`src/design/htrc_pkg.sv`:
```
package htrc_pkg;
   // register pointers
   localparam logic [7:0] ADDR_STATUS = 8'h00;
   localparam logic [7:0] ADDR_MEAS_HIGH = 8'h01;
   localparam logic [7:0] ADDR_MEAS_LOW = 8'h02;
   localparam logic [7:0] ADDR_SETUP = 8'h03;
   localparam logic [7:0] ADDR_SIGNATURE = 8'h11;
   // reset values
   localparam logic [7:0] STATUS_RESET = 8'h01;
   localparam logic [7:0] MEAS_RESET = 8'h00;
   localparam logic [7:0] SETUP_RESET = 8'h00;
   // conversion_setup field positions
   localparam int SETUP_FAST_BIT = 5;
   localparam int SETUP_TEMP_BIT = 4;
   localparam int SETUP_WARMING_ELEMENT_ON_BIT = 1;
   localparam int SETUP_START_BIT = 0;
   localparam logic [7:0] SETUP_WRITE_MASK = 8'h33;
   // bus address
   localparam logic [6:0] SLAVE_ADDR = 7'h40;
   // signature: arbitrary neutral values
   localparam logic [3:0] SIG_TYPE = 4'ha;
   localparam logic [3:0] SIG_REV = 4'h3;
   // conversion times
   localparam int CLK_MHZ = 100;
   localparam int T_NORMAL_MS = 35;
   localparam int T_FAST_MS = 18;
   localparam int CYC_NORMAL = T_NORMAL_MS * 1000 * CLK_MHZ;
   localparam int CYC_FAST = T_FAST_MS * 1000 * CLK_MHZ;

   typedef struct packed {
      logic fast;
      logic temp;
   } htrc_conv_s;
endpackage : htrc_pkg

```
`src/design/htrc_top.sv`:
```
`timescale 1ns/1ps
// Contract
// host writes only the five defined register addresses
// reserved bits written zero by host; device reads them as zero
// status bit 0 reads 1 while converting, 0 when result ready
// address 1 returns the result's upper eight bits
// address 2 returns the result's lower eight bits
// setup bit 5 picks fast (18 ms) or normal (35 ms) conversion
// setup bit 4 picks temperature (1) or humidity (0)
// setup bit 1 drives the heater output
// writing 1 to setup bit 0 starts a conversion; 0 does not
// host may raise select to put device in standby
// start sets not-ready; data loaded at end, then flag clears
// signature at address 17: type high nibble, revision low nibble
// select active low; bus answered only while low
// slave address 0x40; pointer then data; read after repeated start
// result read high then low on host ack; host nacks last, stops
module htrc_top #(
   parameter int CONV_NORMAL_CYC = htrc_pkg::CYC_NORMAL,
   parameter int CONV_FAST_CYC = htrc_pkg::CYC_FAST
) (
   // system
   input wire logic clk_sys,
   input wire logic resetn,
   // bus pins, taken as synchronous samples
   input wire logic scl_in,
   input wire logic sda_in,
   output logic sda_out,
   output logic sda_oe,
   input wire logic select_n,
   // sensing core
   input wire logic [15:0] sample_value,
   output logic warming_element_on,
   output logic meas_temp,
   output logic meas_fast,
   output logic converting
);
   typedef enum logic [2:0] {
      HTRC_IDLE = 3'b000,
      HTRC_ADDR = 3'b001,
      HTRC_PTR = 3'b010,
      HTRC_WDATA = 3'b011,
      HTRC_RDATA = 3'b100,
      HTRC_MACK = 3'b101,
      HTRC_SACK = 3'b110,
      HTRC_SKIP = 3'b111
   } htrc_state_e;

   // unmapped pointers read as zero, so a stray read is harmless
   function automatic logic [7:0] read_mux(input logic [7:0] ptr, input logic [7:0] st,
                                           input logic [7:0] mh, input logic [7:0] ml,
                                           input logic [7:0] cs);
      logic [7:0] v;
      v = 8'h00;
      unique case (ptr)
         htrc_pkg::ADDR_STATUS: v = st;
         htrc_pkg::ADDR_MEAS_HIGH: v = mh;
         htrc_pkg::ADDR_MEAS_LOW: v = ml;
         htrc_pkg::ADDR_SETUP: v = cs;
         htrc_pkg::ADDR_SIGNATURE: v = {htrc_pkg::SIG_TYPE, htrc_pkg::SIG_REV};
         default: v = 8'h00;
      endcase
      return v;
   endfunction : read_mux

   htrc_state_e state_reg, state_next;
   htrc_state_e after_ack_reg, after_ack_next;
   logic scl_reg, sda_reg;
   logic [3:0] bit_cnt_reg, bit_cnt_next;
   logic [7:0] shift_reg, shift_next;
   logic [7:0] ptr_reg, ptr_next;
   logic [7:0] setup_reg, setup_next;
   logic [7:0] meas_high_reg, meas_high_next;
   logic [7:0] meas_low_reg, meas_low_next;
   logic busy_reg, busy_next;
   logic [31:0] cnt_reg, cnt_next;
   logic sda_drive_reg, sda_drive_next;
   logic start_pulse;
   logic scl_rise, scl_fall, bus_start, bus_stop;
   logic [7:0] status_val;
   logic bus_live;

   assign scl_rise = scl_in & ~scl_reg;
   assign scl_fall = ~scl_in & scl_reg;
   assign bus_start = scl_in & scl_reg & sda_reg & ~sda_in;
   assign bus_stop = scl_in & scl_reg & ~sda_reg & sda_in;
   assign status_val = {7'h00, busy_reg};
   // for the checks below: a cycle in which the engine follows its state
   assign bus_live = ~select_n & ~bus_start & ~bus_stop;

   // bus engine
   always_comb begin
      state_next = state_reg;
      after_ack_next = after_ack_reg;
      bit_cnt_next = bit_cnt_reg;
      shift_next = shift_reg;
      ptr_next = ptr_reg;
      setup_next = setup_reg;
      sda_drive_next = sda_drive_reg;
      start_pulse = 1'b0;
      if (select_n) begin
         state_next = HTRC_IDLE;
         sda_drive_next = 1'b0;
      end else if (bus_start) begin // also repeated start
         state_next = HTRC_ADDR;
         bit_cnt_next = 4'h0;
         sda_drive_next = 1'b0;
      end else if (bus_stop) begin
         state_next = HTRC_IDLE;
         sda_drive_next = 1'b0;
      end else begin
         unique case (state_reg)
            HTRC_IDLE, HTRC_SKIP: begin
            end
            HTRC_ADDR, HTRC_PTR, HTRC_WDATA: begin
               if (scl_rise) begin
                  shift_next = {shift_reg[6:0], sda_in};
                  bit_cnt_next = 4'(bit_cnt_reg + 4'h1);
               end
               if (scl_fall && bit_cnt_reg == 4'h8) begin
                  bit_cnt_next = 4'h0;
                  state_next = HTRC_SACK;
                  sda_drive_next = 1'b1;
                  if (state_reg == HTRC_ADDR) begin
                     if (shift_reg[7:1] != htrc_pkg::SLAVE_ADDR) begin
                        state_next = HTRC_SKIP;
                        sda_drive_next = 1'b0;
                     end else if (shift_reg[0]) begin
                        after_ack_next = HTRC_RDATA;
                        shift_next = read_mux(ptr_reg, status_val, meas_high_reg, meas_low_reg,
                                              setup_reg & htrc_pkg::SETUP_WRITE_MASK);
                     end else begin
                        after_ack_next = HTRC_PTR;
                     end
                  end else if (state_reg == HTRC_PTR) begin
                     ptr_next = shift_reg;
                     after_ack_next = HTRC_WDATA;
                  end else begin
                     // reserved bits dropped; start bit self-clears
                     if (ptr_reg == htrc_pkg::ADDR_SETUP) begin
                        setup_next = shift_reg & htrc_pkg::SETUP_WRITE_MASK;
                        setup_next[htrc_pkg::SETUP_START_BIT] = 1'b0;
                        start_pulse = shift_reg[htrc_pkg::SETUP_START_BIT];
                     end
                     after_ack_next = HTRC_SKIP;
                  end
               end
            end
            HTRC_SACK: begin
               if (scl_fall) begin
                  state_next = after_ack_reg;
                  sda_drive_next = 1'b0;
                  if (after_ack_reg == HTRC_RDATA) begin
                     sda_drive_next = ~shift_reg[7];
                  end
               end
            end
            HTRC_RDATA: begin
               if (scl_fall) begin
                  bit_cnt_next = 4'(bit_cnt_reg + 4'h1);
                  shift_next = {shift_reg[6:0], 1'b0};
                  sda_drive_next = ~shift_reg[6];
                  if (bit_cnt_reg == 4'h7) begin
                     state_next = HTRC_MACK;
                     sda_drive_next = 1'b0;
                     bit_cnt_next = 4'h0;
                  end
               end
            end
            HTRC_MACK: begin
               if (scl_rise) begin
                  if (sda_in) begin
                     state_next = HTRC_SKIP;
                  end else begin
                     ptr_next = 8'(ptr_reg + 8'h01);
                     shift_next = read_mux(8'(ptr_reg + 8'h01), status_val, meas_high_reg,
                                           meas_low_reg, setup_reg & htrc_pkg::SETUP_WRITE_MASK);
                     after_ack_next = HTRC_RDATA;
                     state_next = HTRC_SACK; // waits for fall, then drives next byte
                  end
               end
            end
         endcase
      end
   end

   always_ff @(posedge clk_sys or negedge resetn) begin
      if (!resetn) begin
         state_reg <= HTRC_IDLE;
         after_ack_reg <= HTRC_IDLE;
         scl_reg <= 1'b1;
         sda_reg <= 1'b1;
         bit_cnt_reg <= 4'h0;
         shift_reg <= 8'h00;
         ptr_reg <= 8'h00;
         setup_reg <= htrc_pkg::SETUP_RESET;
         sda_drive_reg <= 1'b0;
      end else begin
         state_reg <= state_next;
         after_ack_reg <= after_ack_next;
         scl_reg <= scl_in;
         sda_reg <= sda_in;
         bit_cnt_reg <= bit_cnt_next;
         shift_reg <= shift_next;
         ptr_reg <= ptr_next;
         setup_reg <= setup_next;
         sda_drive_reg <= sda_drive_next;
      end
   end

   // conversion timer; a start while busy restarts the conversion
   always_comb begin
      busy_next = busy_reg;
      cnt_next = cnt_reg;
      meas_high_next = meas_high_reg;
      meas_low_next = meas_low_reg;
      if (start_pulse) begin
         busy_next = 1'b1;
         cnt_next = setup_next[htrc_pkg::SETUP_FAST_BIT] ? 32'(CONV_FAST_CYC)
                                                         : 32'(CONV_NORMAL_CYC);
      end else if (busy_reg && cnt_reg != 32'h0) begin
         // a zero count is the reset busy period: no result to load yet
         if (cnt_reg == 32'h1) begin
            meas_high_next = sample_value[15:8];
            meas_low_next = sample_value[7:0];
            busy_next = 1'b0;
            cnt_next = 32'h0;
         end else begin
            cnt_next = cnt_reg - 32'h1;
         end
      end
   end

   always_ff @(posedge clk_sys or negedge resetn) begin
      if (!resetn) begin
         busy_reg <= htrc_pkg::STATUS_RESET[0];
         cnt_reg <= 32'h0;
         meas_high_reg <= htrc_pkg::MEAS_RESET;
         meas_low_reg <= htrc_pkg::MEAS_RESET;
      end else begin
         busy_reg <= busy_next;
         cnt_reg <= cnt_next;
         meas_high_reg <= meas_high_next;
         meas_low_reg <= meas_low_next;
      end
   end

   htrc_pkg::htrc_conv_s conv;
   assign conv = '{fast: setup_reg[htrc_pkg::SETUP_FAST_BIT], temp: setup_reg[htrc_pkg::SETUP_TEMP_BIT]};
   assign meas_fast = conv.fast;
   assign meas_temp = conv.temp;
   assign warming_element_on = setup_reg[htrc_pkg::SETUP_WARMING_ELEMENT_ON_BIT];
   assign converting = busy_reg;
   // open drain: the pin is only ever pulled low
   assign sda_out = 1'b0;
   assign sda_oe = sda_drive_reg;

   // reset leaves busy set until the first conversion ends
   start_sets_busy_a: assert property (@(posedge clk_sys) disable iff (!resetn)
      start_pulse |=> busy_reg && cnt_reg != 32'h0) else $error("start did not set busy");
   busy_holds_a: assert property (@(posedge clk_sys) disable iff (!resetn)
      busy_reg && !start_pulse && cnt_reg != 32'h1 |=> busy_reg) else $error("busy dropped early");
   ready_at_end_a: assert property (@(posedge clk_sys) disable iff (!resetn)
      $fell(busy_reg) |-> $past(cnt_reg) == 32'h1) else $error("ready before count ran out");
   done_loads_a: assert property (@(posedge clk_sys) disable iff (!resetn)
      $fell(busy_reg) |-> {meas_high_reg, meas_low_reg} == $past(sample_value)) else $error("data not loaded");
   fast_load_a: assert property (@(posedge clk_sys) disable iff (!resetn)
      start_pulse && setup_next[5] |=> cnt_reg == 32'(CONV_FAST_CYC)) else $error("fast count wrong");
   normal_load_a: assert property (@(posedge clk_sys) disable iff (!resetn)
      start_pulse && !setup_next[5] |=> cnt_reg == 32'(CONV_NORMAL_CYC)) else $error("normal count");
   start_on_write_a: assert property (@(posedge clk_sys) disable iff (!resetn)
      start_pulse |-> state_reg == HTRC_WDATA && ptr_reg == htrc_pkg::ADDR_SETUP
                      && shift_reg[htrc_pkg::SETUP_START_BIT]) else $error("start without a write");
   no_start_zero_a: assert property (@(posedge clk_sys) disable iff (!resetn)
      !start_pulse && !busy_reg |=> !busy_reg) else $error("spurious start");
   setup_clean_a: assert property (@(posedge clk_sys) disable iff (!resetn)
      (setup_reg & ~htrc_pkg::SETUP_WRITE_MASK) == 8'h00 && !setup_reg[htrc_pkg::SETUP_START_BIT])
      else $error("reserved setup bit set");
   warming_element_on_write_a: assert property (@(posedge clk_sys) disable iff (!resetn)
      $changed(warming_element_on) |-> $past(state_reg) == HTRC_WDATA
                                       && $past(ptr_reg) == htrc_pkg::ADDR_SETUP)
      else $error("heater moved without a write");
   mode_write_a: assert property (@(posedge clk_sys) disable iff (!resetn)
      $changed(meas_temp) || $changed(meas_fast) |-> $past(state_reg) == HTRC_WDATA
                                                     && $past(ptr_reg) == htrc_pkg::ADDR_SETUP)
      else $error("mode moved without a write");
   // bus side
   deselect_quiet_a: assert property (@(posedge clk_sys) disable iff (!resetn)
      select_n |=> !sda_oe) else $error("drove bus while deselected");
   idle_quiet_a: assert property (@(posedge clk_sys) disable iff (!resetn)
      state_reg == HTRC_IDLE || state_reg == HTRC_SKIP |-> !sda_oe) else $error("drove bus while idle");
   ack_on_match_a: assert property (@(posedge clk_sys) disable iff (!resetn)
      bus_live && state_reg == HTRC_ADDR && scl_fall && bit_cnt_reg == 4'h8
      && shift_reg[7:1] == htrc_pkg::SLAVE_ADDR |=> sda_oe) else $error("own address not acked");
   other_addr_skip_a: assert property (@(posedge clk_sys) disable iff (!resetn)
      bus_live && state_reg == HTRC_ADDR && scl_fall && bit_cnt_reg == 4'h8
      && shift_reg[7:1] != htrc_pkg::SLAVE_ADDR |=> !sda_oe && state_reg == HTRC_SKIP)
      else $error("foreign address acked");
   nack_ends_read_a: assert property (@(posedge clk_sys) disable iff (!resetn)
      bus_live && state_reg == HTRC_MACK && scl_rise && sda_in |=> state_reg == HTRC_SKIP && !sda_oe)
      else $error("read went on after nack");
   ack_next_byte_a: assert property (@(posedge clk_sys) disable iff (!resetn)
      bus_live && state_reg == HTRC_MACK && scl_rise && !sda_in |=> ptr_reg == 8'($past(ptr_reg) + 8'h01))
      else $error("pointer did not advance");
endmodule : htrc_top

```
`config.mk`:
```
export PLATFORM = sky130hd
export DESIGN_NAME = htrc_top
export DESIGN_NICKNAME = d
export VERILOG_FILES = /design/src/design/htrc_pkg.sv /design/src/design/htrc_top.sv
export SDC_FILE = /design/constraint.sdc
export NUM_CORES = 1
export LEC_CHECK = 0
export BUFFER_PORTS_ARGS = -buffer_cell sky130_fd_sc_hd__buf_2
export CAP_MARGIN = 20
export CORE_ASPECT_RATIO = 2
export CORE_MARGIN = 4
export CORE_UTILIZATION = 47
export CTS_BUF_LIST = sky130_fd_sc_hd__clkbuf_16
export DETAILED_ROUTE_END_ITERATION = 16
export PLACE_DENSITY = 0.66
export SLEW_MARGIN = 20
export SYNTH_ARGS = -nofsm -noshare
export SYNTH_HDL_FRONTEND = slang
export SYNTH_SLANG_ARGS = --single-unit
```
`constraint.sdc`:
```
create_clock -name clk_sys -period 3.4 [get_ports clk_sys]
set_input_delay 0 -clock clk_sys [delete_from_list [all_inputs] [get_ports clk_sys]]
set_output_delay 0 -clock clk_sys [all_outputs]
set_load 0.02 [all_outputs]
```
# == After elaboration in Yosys (flattened, before gate mapping) ==
# Index checks and enable logic that the tools add are counted.
# word_totals
out_inout_bits,6
regBits,81
elab_cells,170
input_bits,21
# op_classes
bitwise_logic,19
reduce_logical,22
addsub,3
muxes,78
n_eq_ne,34
# ops
op,count
8-bit 2-to-1 mux,13
32-bit 2-to-1 mux,3
8-bit one-hot mux with 5 select lines,2
6-bit 2-to-1 mux,8
3-bit 2-to-1 mux,15
32-bit by 1-bit == test with 1-bit output (second input constant),1
8-bit by 2-bit == test with 1-bit output (second input constant),4
32-bit nonzero test,1
32-bit by 1-bit subtractor with 32-bit output (second input constant),1
5-bit != test (second input constant),5
1-bit 2-to-1 mux,24
4-bit 2-to-1 mux,6
8-bit one-hot mux with 3 select lines,1
22-bit 2-to-1 mux,1
8-bit by 1-bit == test with 1-bit output (second input constant),2
8-bit by 5-bit == test with 1-bit output (second input constant),2
8-bit zero test,2
8-bit one-hot mux with 2 select lines,1
8-bit AND reduction,2
2-bit != test (second input constant),7
3-bit == test (second input constant),4
1-bit inverter,12
3-bit one-hot mux with 4 select lines,1
9-bit AND reduction,1
25 further kinds,37

# == Longest topological paths before layout ==
# Gate-level depths: netlist of the first run.
# depth
ltp_word,11
mapped_depth,9
mapped_depth_nobuf,8

# == Worst setup path before layout of the first run ==
# OpenSTA, ideal clock, no wires.
# synth_timing
path_kind,reg-to-reg
start,reg cnt_reg[22]
end,reg meas_high_reg[4]
synth_period_minus_slack_ns,2.996
path_stages_with_launch,8
setup_ns,0.125
n_path_buf,2
t_arrival_ns,2.871
required_time_ns,3.275
slack_ns,0.404
path_cell_list,dfrtp_1 > or4_4 > or3_1 > buf_2 > or3_1 > a2111oi_4 > buf_2 > mux2_2
# synth_between
elab_chain_len,3
elab_cells_between_ends,4
cone_classes,eq/ne: 1; reduce/logical: 3
# synth_rtl
item,line_no,text
from (decl),htrc_top.sv:76,"logic [31:0] cnt_reg, cnt_next;"
from (signal assigned),htrc_top.sv:242,cnt_reg <= cnt_next;
32-bit nonzero test,htrc_top.sv:221,end else if (busy_reg && cnt_reg != 32'h0) begin
1-bit logical AND,htrc_top.sv:221,
3-bit AND reduction (no line) *,-,
to (signal assigned),htrc_top.sv:238,meas_high_reg <= htrc_pkg::MEAS_RESET;
to (signal assigned),htrc_top.sv:243,meas_high_reg <= meas_high_next;
to (decl),htrc_top.sv:73,"logic [7:0] meas_high_reg, meas_high_next;"
# Mark *: on every way between the ends. The rest lies on a longest branch, timed or not.
# A chain may end at the register's enable or synchronous reset.

# == Final worst setup path of the first run ==
# layout_timing
start,reg cnt_reg[24]
end,reg cnt_reg[31]
# layout_between
elab_chain_len,4
elab_cells_between_ends,8
cone_classes,add/sub: 1; eq/ne: 1; mux: 3; reduce/logical: 3
# layout_rtl
item,line_no,text
32-bit by 1-bit subtractor with 32-bit output or 32-bit by 1-bit == test with 1-bit output (tied branches),"htrc_top.sv:229, htrc_top.sv:223",
32-bit 2-to-1 mux,htrc_top.sv:223,if (cnt_reg == 32'h1) begin
32-bit 2-to-1 mux,htrc_top.sv:221,
32-bit 2-to-1 mux,htrc_top.sv:217,if (start_pulse) begin
# Several ways; a longest one is shown, not always the timed one. The select of a mux whose other input is x is not followed.

==> reports/results.ini, run 1 <==
[outcome]
status=complete, no violations

[cts]
clk_pin_slew_ns=0.06
ctsResizeCount=0
cts_num_sinks=81
postCtsSetupRepairBufs=0
clk_latency_ns=0.34
cts_tree=yes
cts_buffer_depth=2
numCtsBuffers=9
cts_htree_levels=3
postCtsHoldBufs=20
clock-root-buffer=clkbuf_16

[logic_synthesis]
async_flop_share=1.00
synth.area.top_cells=dfrtp_1 (38%), nor2_1 (5.0%), mux2_2 (4.2%)
syn-instance-count=582
synth_top_family_by_area=compound AO/OA/AOI/OAI gates
synthSimpleGateAreaFrac=0.215
ys_seq_area_frac=0.395
synth_compound_area_frac=0.243
synthMuxAreaShare=0.0494
synthFlopType=dfrtp_1
synth_area_um2=5150
synth_top_area_cell=dfrtp_1
synth_seq_cells=81
yosys_warnings=0
postSynthNetCount=613
synth.top_cell.area_share=0.379
synth_edf_count=0
yosys-top-cells-count=dfrtp_1 (78), nor2_1 (68), nand2_1 (43)
synth_xor_area_frac=0.0340
ys_types=69
synth_fa_ha_area_frac=0.0243
yosysMostFrequentCell=dfrtp_1
syn-mean-instance-area_um2=8.84

[global_routing]
antenna_found_initial=0
grt_use_total=0.258
grt_overflow_total=0
grt_pass1_wl_um=25100
grt_max_degree=82
grt_pass1_vias=5006

[place]
gp_congestion=0.990
portBuffers=25
place_ws_ns=0.454
place_hpwl_um=11400
dp.cells=725

[sta]
finalSetupTns_ns=0
rsz0062_at_grt=false
slew_viol_final=0
setup_viol=0
clock_skew_ns=0.00770
finalWorstSetupSlack_ns=0.410
slew_headroom=0.464
tightest_slew_ns=0.792
finalHoldViolCount=0
max_clock_freq_mhz=334
holdWs_ns=0.245
final.min_clock_period_ns=2.99
fin_crit_sh=0.880

[worst_setup_path]
cpPeakStageDelay_ns=0.55
path_class=flop to flop
ff2ff_setup_slack_ns=0.41
startpoint_type=flop
crit_path_top_delay_cell=or4_4
path_cells=or4_4, or3_1, or4_4, or4b_4, or3_1, a31oi_1
r2r_start=cnt_reg[24]
r2r_cells=6
cp_max_fo=3
arrival_ns=3.25
rr_endpoint=cnt_reg[31]
worst_setup_path_end_kind=flop
worstPathRequired_ns=3.66

[pwr]
switching_share=0.356
peakVddDrop_mv=0.335
pwr_density_cell_nw_per_um2=542
pwr-share-seq=0.414
power.share.clock=0.320
leakage_nw=2.26
p_int_mw=2.07
switchingPower_mw=1.15
power_frac_comb=0.266

[finish]
final_nets=650
largest_register_ffs=32
diodes=0
drive_gt1_frac=0.155
final_cells=761
area_delta_synth_final_pct=15.6

[detailed_routing]
drt_iter0_drc=340
routedWlPerCell_um=20.5
vias=4834
routed_wirelength_um=15600
drc=0
viasPerCell=6.35
firstDrtPassIters=5
ant_nets=0

[run]
cap_violations=0

[floorplan]
fp.dieH_um=156
die_area_um2=12800
core-area_um2=10600
fp-row-count=53
dieWidth_um=82.0
ios=27
initial_utilization=0.485

[min_path]
hold_path_class=primary input to async pin

per-layer routing:
metal  global-route usage  share of wire  wire, µm  vias to the layer above
met5                    0              0         0                        -
li1                     -              -         -                     2244
met4                0.185          0.074      1160                        0
met1                0.254           0.34      5320                     2369
met3               0.0422          0.035       550                       71
met2                0.467           0.55      8560                      150
critical path, delay by kind of cell (launching register included):
kind	cells	cell delay [ns]
simple gates	5	2.35
flops	1	0.40
compound gates	1	0.17
stage by stage:
step                      total power, mW  cell area, µm²  utilization
final                                3.22            5950        0.560
after global routing                 3.39            5950        0.560
after CTS                            3.22            5940        0.560
after detailed placement             2.17            5430        0.511
after global placement               2.13            5430        0.511
after floorplan                      1.88            5150            -
layout by cell type (no fill, tap or decap), types with 4 or more instances in the layout:
cell type | netlist | routed
dfrtp_1 | 78 | 78
nor2_1 | 68 | 68
nand2_1 | 43 | 43
o21ai_0 | 41 | 41
a21oi_1 | 36 | 36
buf_2 | 3 | 24
nor3_1 | 22 | 22
inv_1 | 18 | 20
dlygate4sd3_1 | 0 | 20
mux2_2 | 19 | 19
xnor2_1 | 16 | 16
buf_4 | 1 | 14
nand3_1 | 11 | 11
nor4_1 | 10 | 10
or3_1 | 10 | 10
o211ai_1 | 10 | 10
a22oi_1 | 10 | 10
ha_1 | 10 | 10
a211oi_1 | 9 | 9
clkbuf_16 | 0 | 9
nor2b_1 | 8 | 8
a2111oi_0 | 7 | 7
a31oi_1 | 7 | 7
o21a_1 | 6 | 6
nand2b_1 | 6 | 6
nor4b_1 | 6 | 6
o221a_2 | 6 | 6
nand4_1 | 5 | 5
a211o_1 | 5 | 5
a222oi_1 | 5 | 5
or4_1 | 4 | 4
or2_2 | 4 | 4
xor2_1 | 4 | 4
mux2i_1 | 4 | 4
o22ai_1 | 4 | 4
final cells by class:
| cell class | instances | area [µm²] |
|---|---|---|
| clock buffer | 9 | 225 |
| clock inverter | 7 | 87.6 |
| fill | 977 | 4660 |
| inverter | 18 | 67.6 |
| multi-input combinational | 450 | 2930 |
| sequential | 81 | 2030 |
| tap | 137 | 171 |
| timing repair buffer | 59 | 437 |
power groups by stage:
stage / Clock [mW] / Combinational, mW / Sequential (mW)
after detailed placement: 0 / 0.826 / 1.34
after global routing: 1.09 / 0.951 / 1.35
after global placement: 0 / 0.802 / 1.33
after CTS: 1.05 / 0.849 / 1.32
final: 1.03 / 0.857 / 1.33
after floorplan: 0 / 0.669 / 1.21
kinds of logic (layout without fill, tap and decap cells):
| group | Yosys count | in the layout |
|---|---|---|
| and+or+nand+nor | 216 | 216 |
| buffers and inverters | 51 | 93 |
| AOI/OAI and AO/OA | 180 | 180 |
| DFF | 81 | 81 |
| xor gates and xnor gates | 20 | 20 |
| adders and majority gates | 10 | 10 |
| muxes | 23 | 23 |
| other | 1 | 1 |
worst max-delay path by stage:
stage / start / to / slack [ns]
after global routing: ptr_reg[0] / shift_reg[7] / 0.22
after CTS: cnt_reg[24] / cnt_reg[31] / 0.42
after global placement: cnt_reg[22] / cnt_reg[31] / 0.51
after floorplan: cnt_reg[22] / meas_high_reg[4] / 0.40
final: cnt_reg[24] / cnt_reg[31] / 0.41
after detailed placement: cnt_reg[24] / meas_low_reg[3] / 0.45
Power figures use the tool's default switching activity.
==> inputs of run 2 (changes only) <==
- BUFFER_PORTS_ARGS: -buffer_cell sky130_fd_sc_hd__buf_2 -> -buffer_cell sky130_fd_sc_hd__buf_4
==> run 2 against run 1 <==
Critical path depth unchanged. Clock skew is 0.0026 ns higher. Critical endpoint unchanged. Register-to-register slack got worse by 0.09 ns. First-iteration DRC count down 9.4%. Die area unchanged. Fmax decreased by 2.9%. Power fell by 1.0%. Worst setup slack got worse by 0.089 ns. Combinational power is 1% higher. Global-route usage decreased by 1.0 points. Clock power about the same. Design area increased by 1.1%.
==> reports/results.ini, run 2 (same netlist as run 1, synthesis figures left out) <==
[outcome]
status=complete, no violations

[sta]
slew_headroom=0.481
finalHoldViolCount=0
finalSetupTns_ns=0
final.min_clock_period_ns=3.08
fin_crit_sh=0.906
max_clock_freq_mhz=325
rsz0062_at_grt=false
setup_viol=0
tightest_slew_ns=0.768
clock_skew_ns=0.0103
slew_viol_final=0

[floorplan]
dieWidth_um=82.0
fp.dieH_um=156
ios=27
die_area_um2=12800
fp-row-count=53
core-area_um2=10600
initial_utilization=0.485

[worst_setup_path]
path_class=flop to flop
r2r_cells=6
startpoint_type=flop
worstPathRequired_ns=3.67
ff2ff_setup_slack_ns=0.32
worst_setup_path_end_kind=flop
arrival_ns=3.35
cp_max_fo=8

[pwr]
power_frac_comb=0.273
p_int_mw=2.02
switching_share=0.366
pwr-share-seq=0.415
leakage_nw=2.27
pwr_density_cell_nw_per_um2=530
switchingPower_mw=1.17
power.share.clock=0.312
peakVddDrop_mv=0.246

[detailed_routing]
drt_iter0_drc=308
ant_nets=0
routedWlPerCell_um=19.9
dr_wl_met3_um=537
drc=0
routed_wirelength_um=15200
viasPerCell=6.32
top_layer=met4
vias=4814
wl_met1_um=5350
wl_met2_um=8150
firstDrtPassIters=5

[cts]
clk_pin_slew_ns=0.07
cts_htree_levels=3
postCtsHoldBufs=20
clk_latency_ns=0.35
cts_tree=yes
cts_num_sinks=81
cts_buffer_depth=2
clock-root-buffer=clkbuf_16
postCtsSetupRepairBufs=0
numCtsBuffers=9
ctsResizeCount=0

[place]
portBuffers=25
gp_congestion=0.909
place_hpwl_um=11100
dp.cells=726

[global_routing]
grt_pass1_vias=4851
grt_pass1_wl_um=24100
grt_max_degree=82
antenna_found_initial=0
grt_use_total=0.248
grt_overflow_total=0

[run]
cap_violations=0

[finish]
drive_gt1_frac=0.162
diodes=0
final_nets=651
final_cells=762
mostFrequentLayoutCell=dfrtp_1
layout_common_cells=dfrtp_1 (78), nor2_1 (68), nand2_1 (43)
largest_register_ffs=32
area_delta_synth_final_pct=16.8

[min_path]
hold_path_class=primary input to async pin

## run 2: metrics by stage
step           cell area (µm²)   util  setup WS [ns]  power [mW]  hold WS (ns)
3_5_place_dp              5500  0.518          0.319        2.17         0.158
4_1_cts                   6010  0.566          0.327        3.19         0.348
3_3_place_gp              5500  0.518          0.357        2.15         0.156
2_1_floorplan             5150      -          0.404        1.88        -0.296
6_report                  6010  0.567          0.320        3.19         0.244
5_1_grt                   6010  0.567          0.253        3.34         0.346
## run 2: power by group through the flow
stage | clock (mW) | sequential [mW] | combinational (mW)
2_1_floorplan | 0 | 1.21 | 0.669
3_3_place_gp | 0 | 1.33 | 0.821
3_5_place_dp | 0 | 1.33 | 0.838
4_1_cts | 1.02 | 1.31 | 0.863
5_1_grt | 1.05 | 1.34 | 0.953
6_report | 0.996 | 1.32 | 0.869
## run 2: worst max-delay path, stage by stage, from the launching register on
cell and delay (ns):
dfrtp_1 0.41, or4_4 0.54, or3_1 0.49, or4_4 0.57, or4b_4 0.53, or3_1 0.32
a31oi_1 0.16
## run 2: worst paths after layout
check / start / end
setup / recovery: cnt_reg[22] / cnt_reg[31]
hold reg to reg: cnt_reg[20] / cnt_reg[20]
setup reg to reg: cnt_reg[22] / cnt_reg[31]
max in group asynchronous: resetn / cnt_reg[30]
min in group clk_sys: scl_in / scl_reg
hold / removal: resetn / ptr_reg[3]
## run 2: routing by layer
| layer | vias to the layer above | GRT usage |
|---|---|---|
| met4 | 0 | 0.183 |
| met3 | 68 | 0.0370 |
| met1 | 2341 | 0.244 |
| met2 | 156 | 0.448 |
| met5 | - | 0 |
| li1 | 2249 | - |
## run 2: area by class of cell
class | instances | area (µm²)
timing repair buffer | 60 | 504
inverter | 18 | 67.6
multi-input combinational | 450 | 2930
fill | 967 | 4600
sequential | 81 | 2030
clock inverter | 7 | 80.1
tap | 137 | 171
clock buffer | 9 | 225
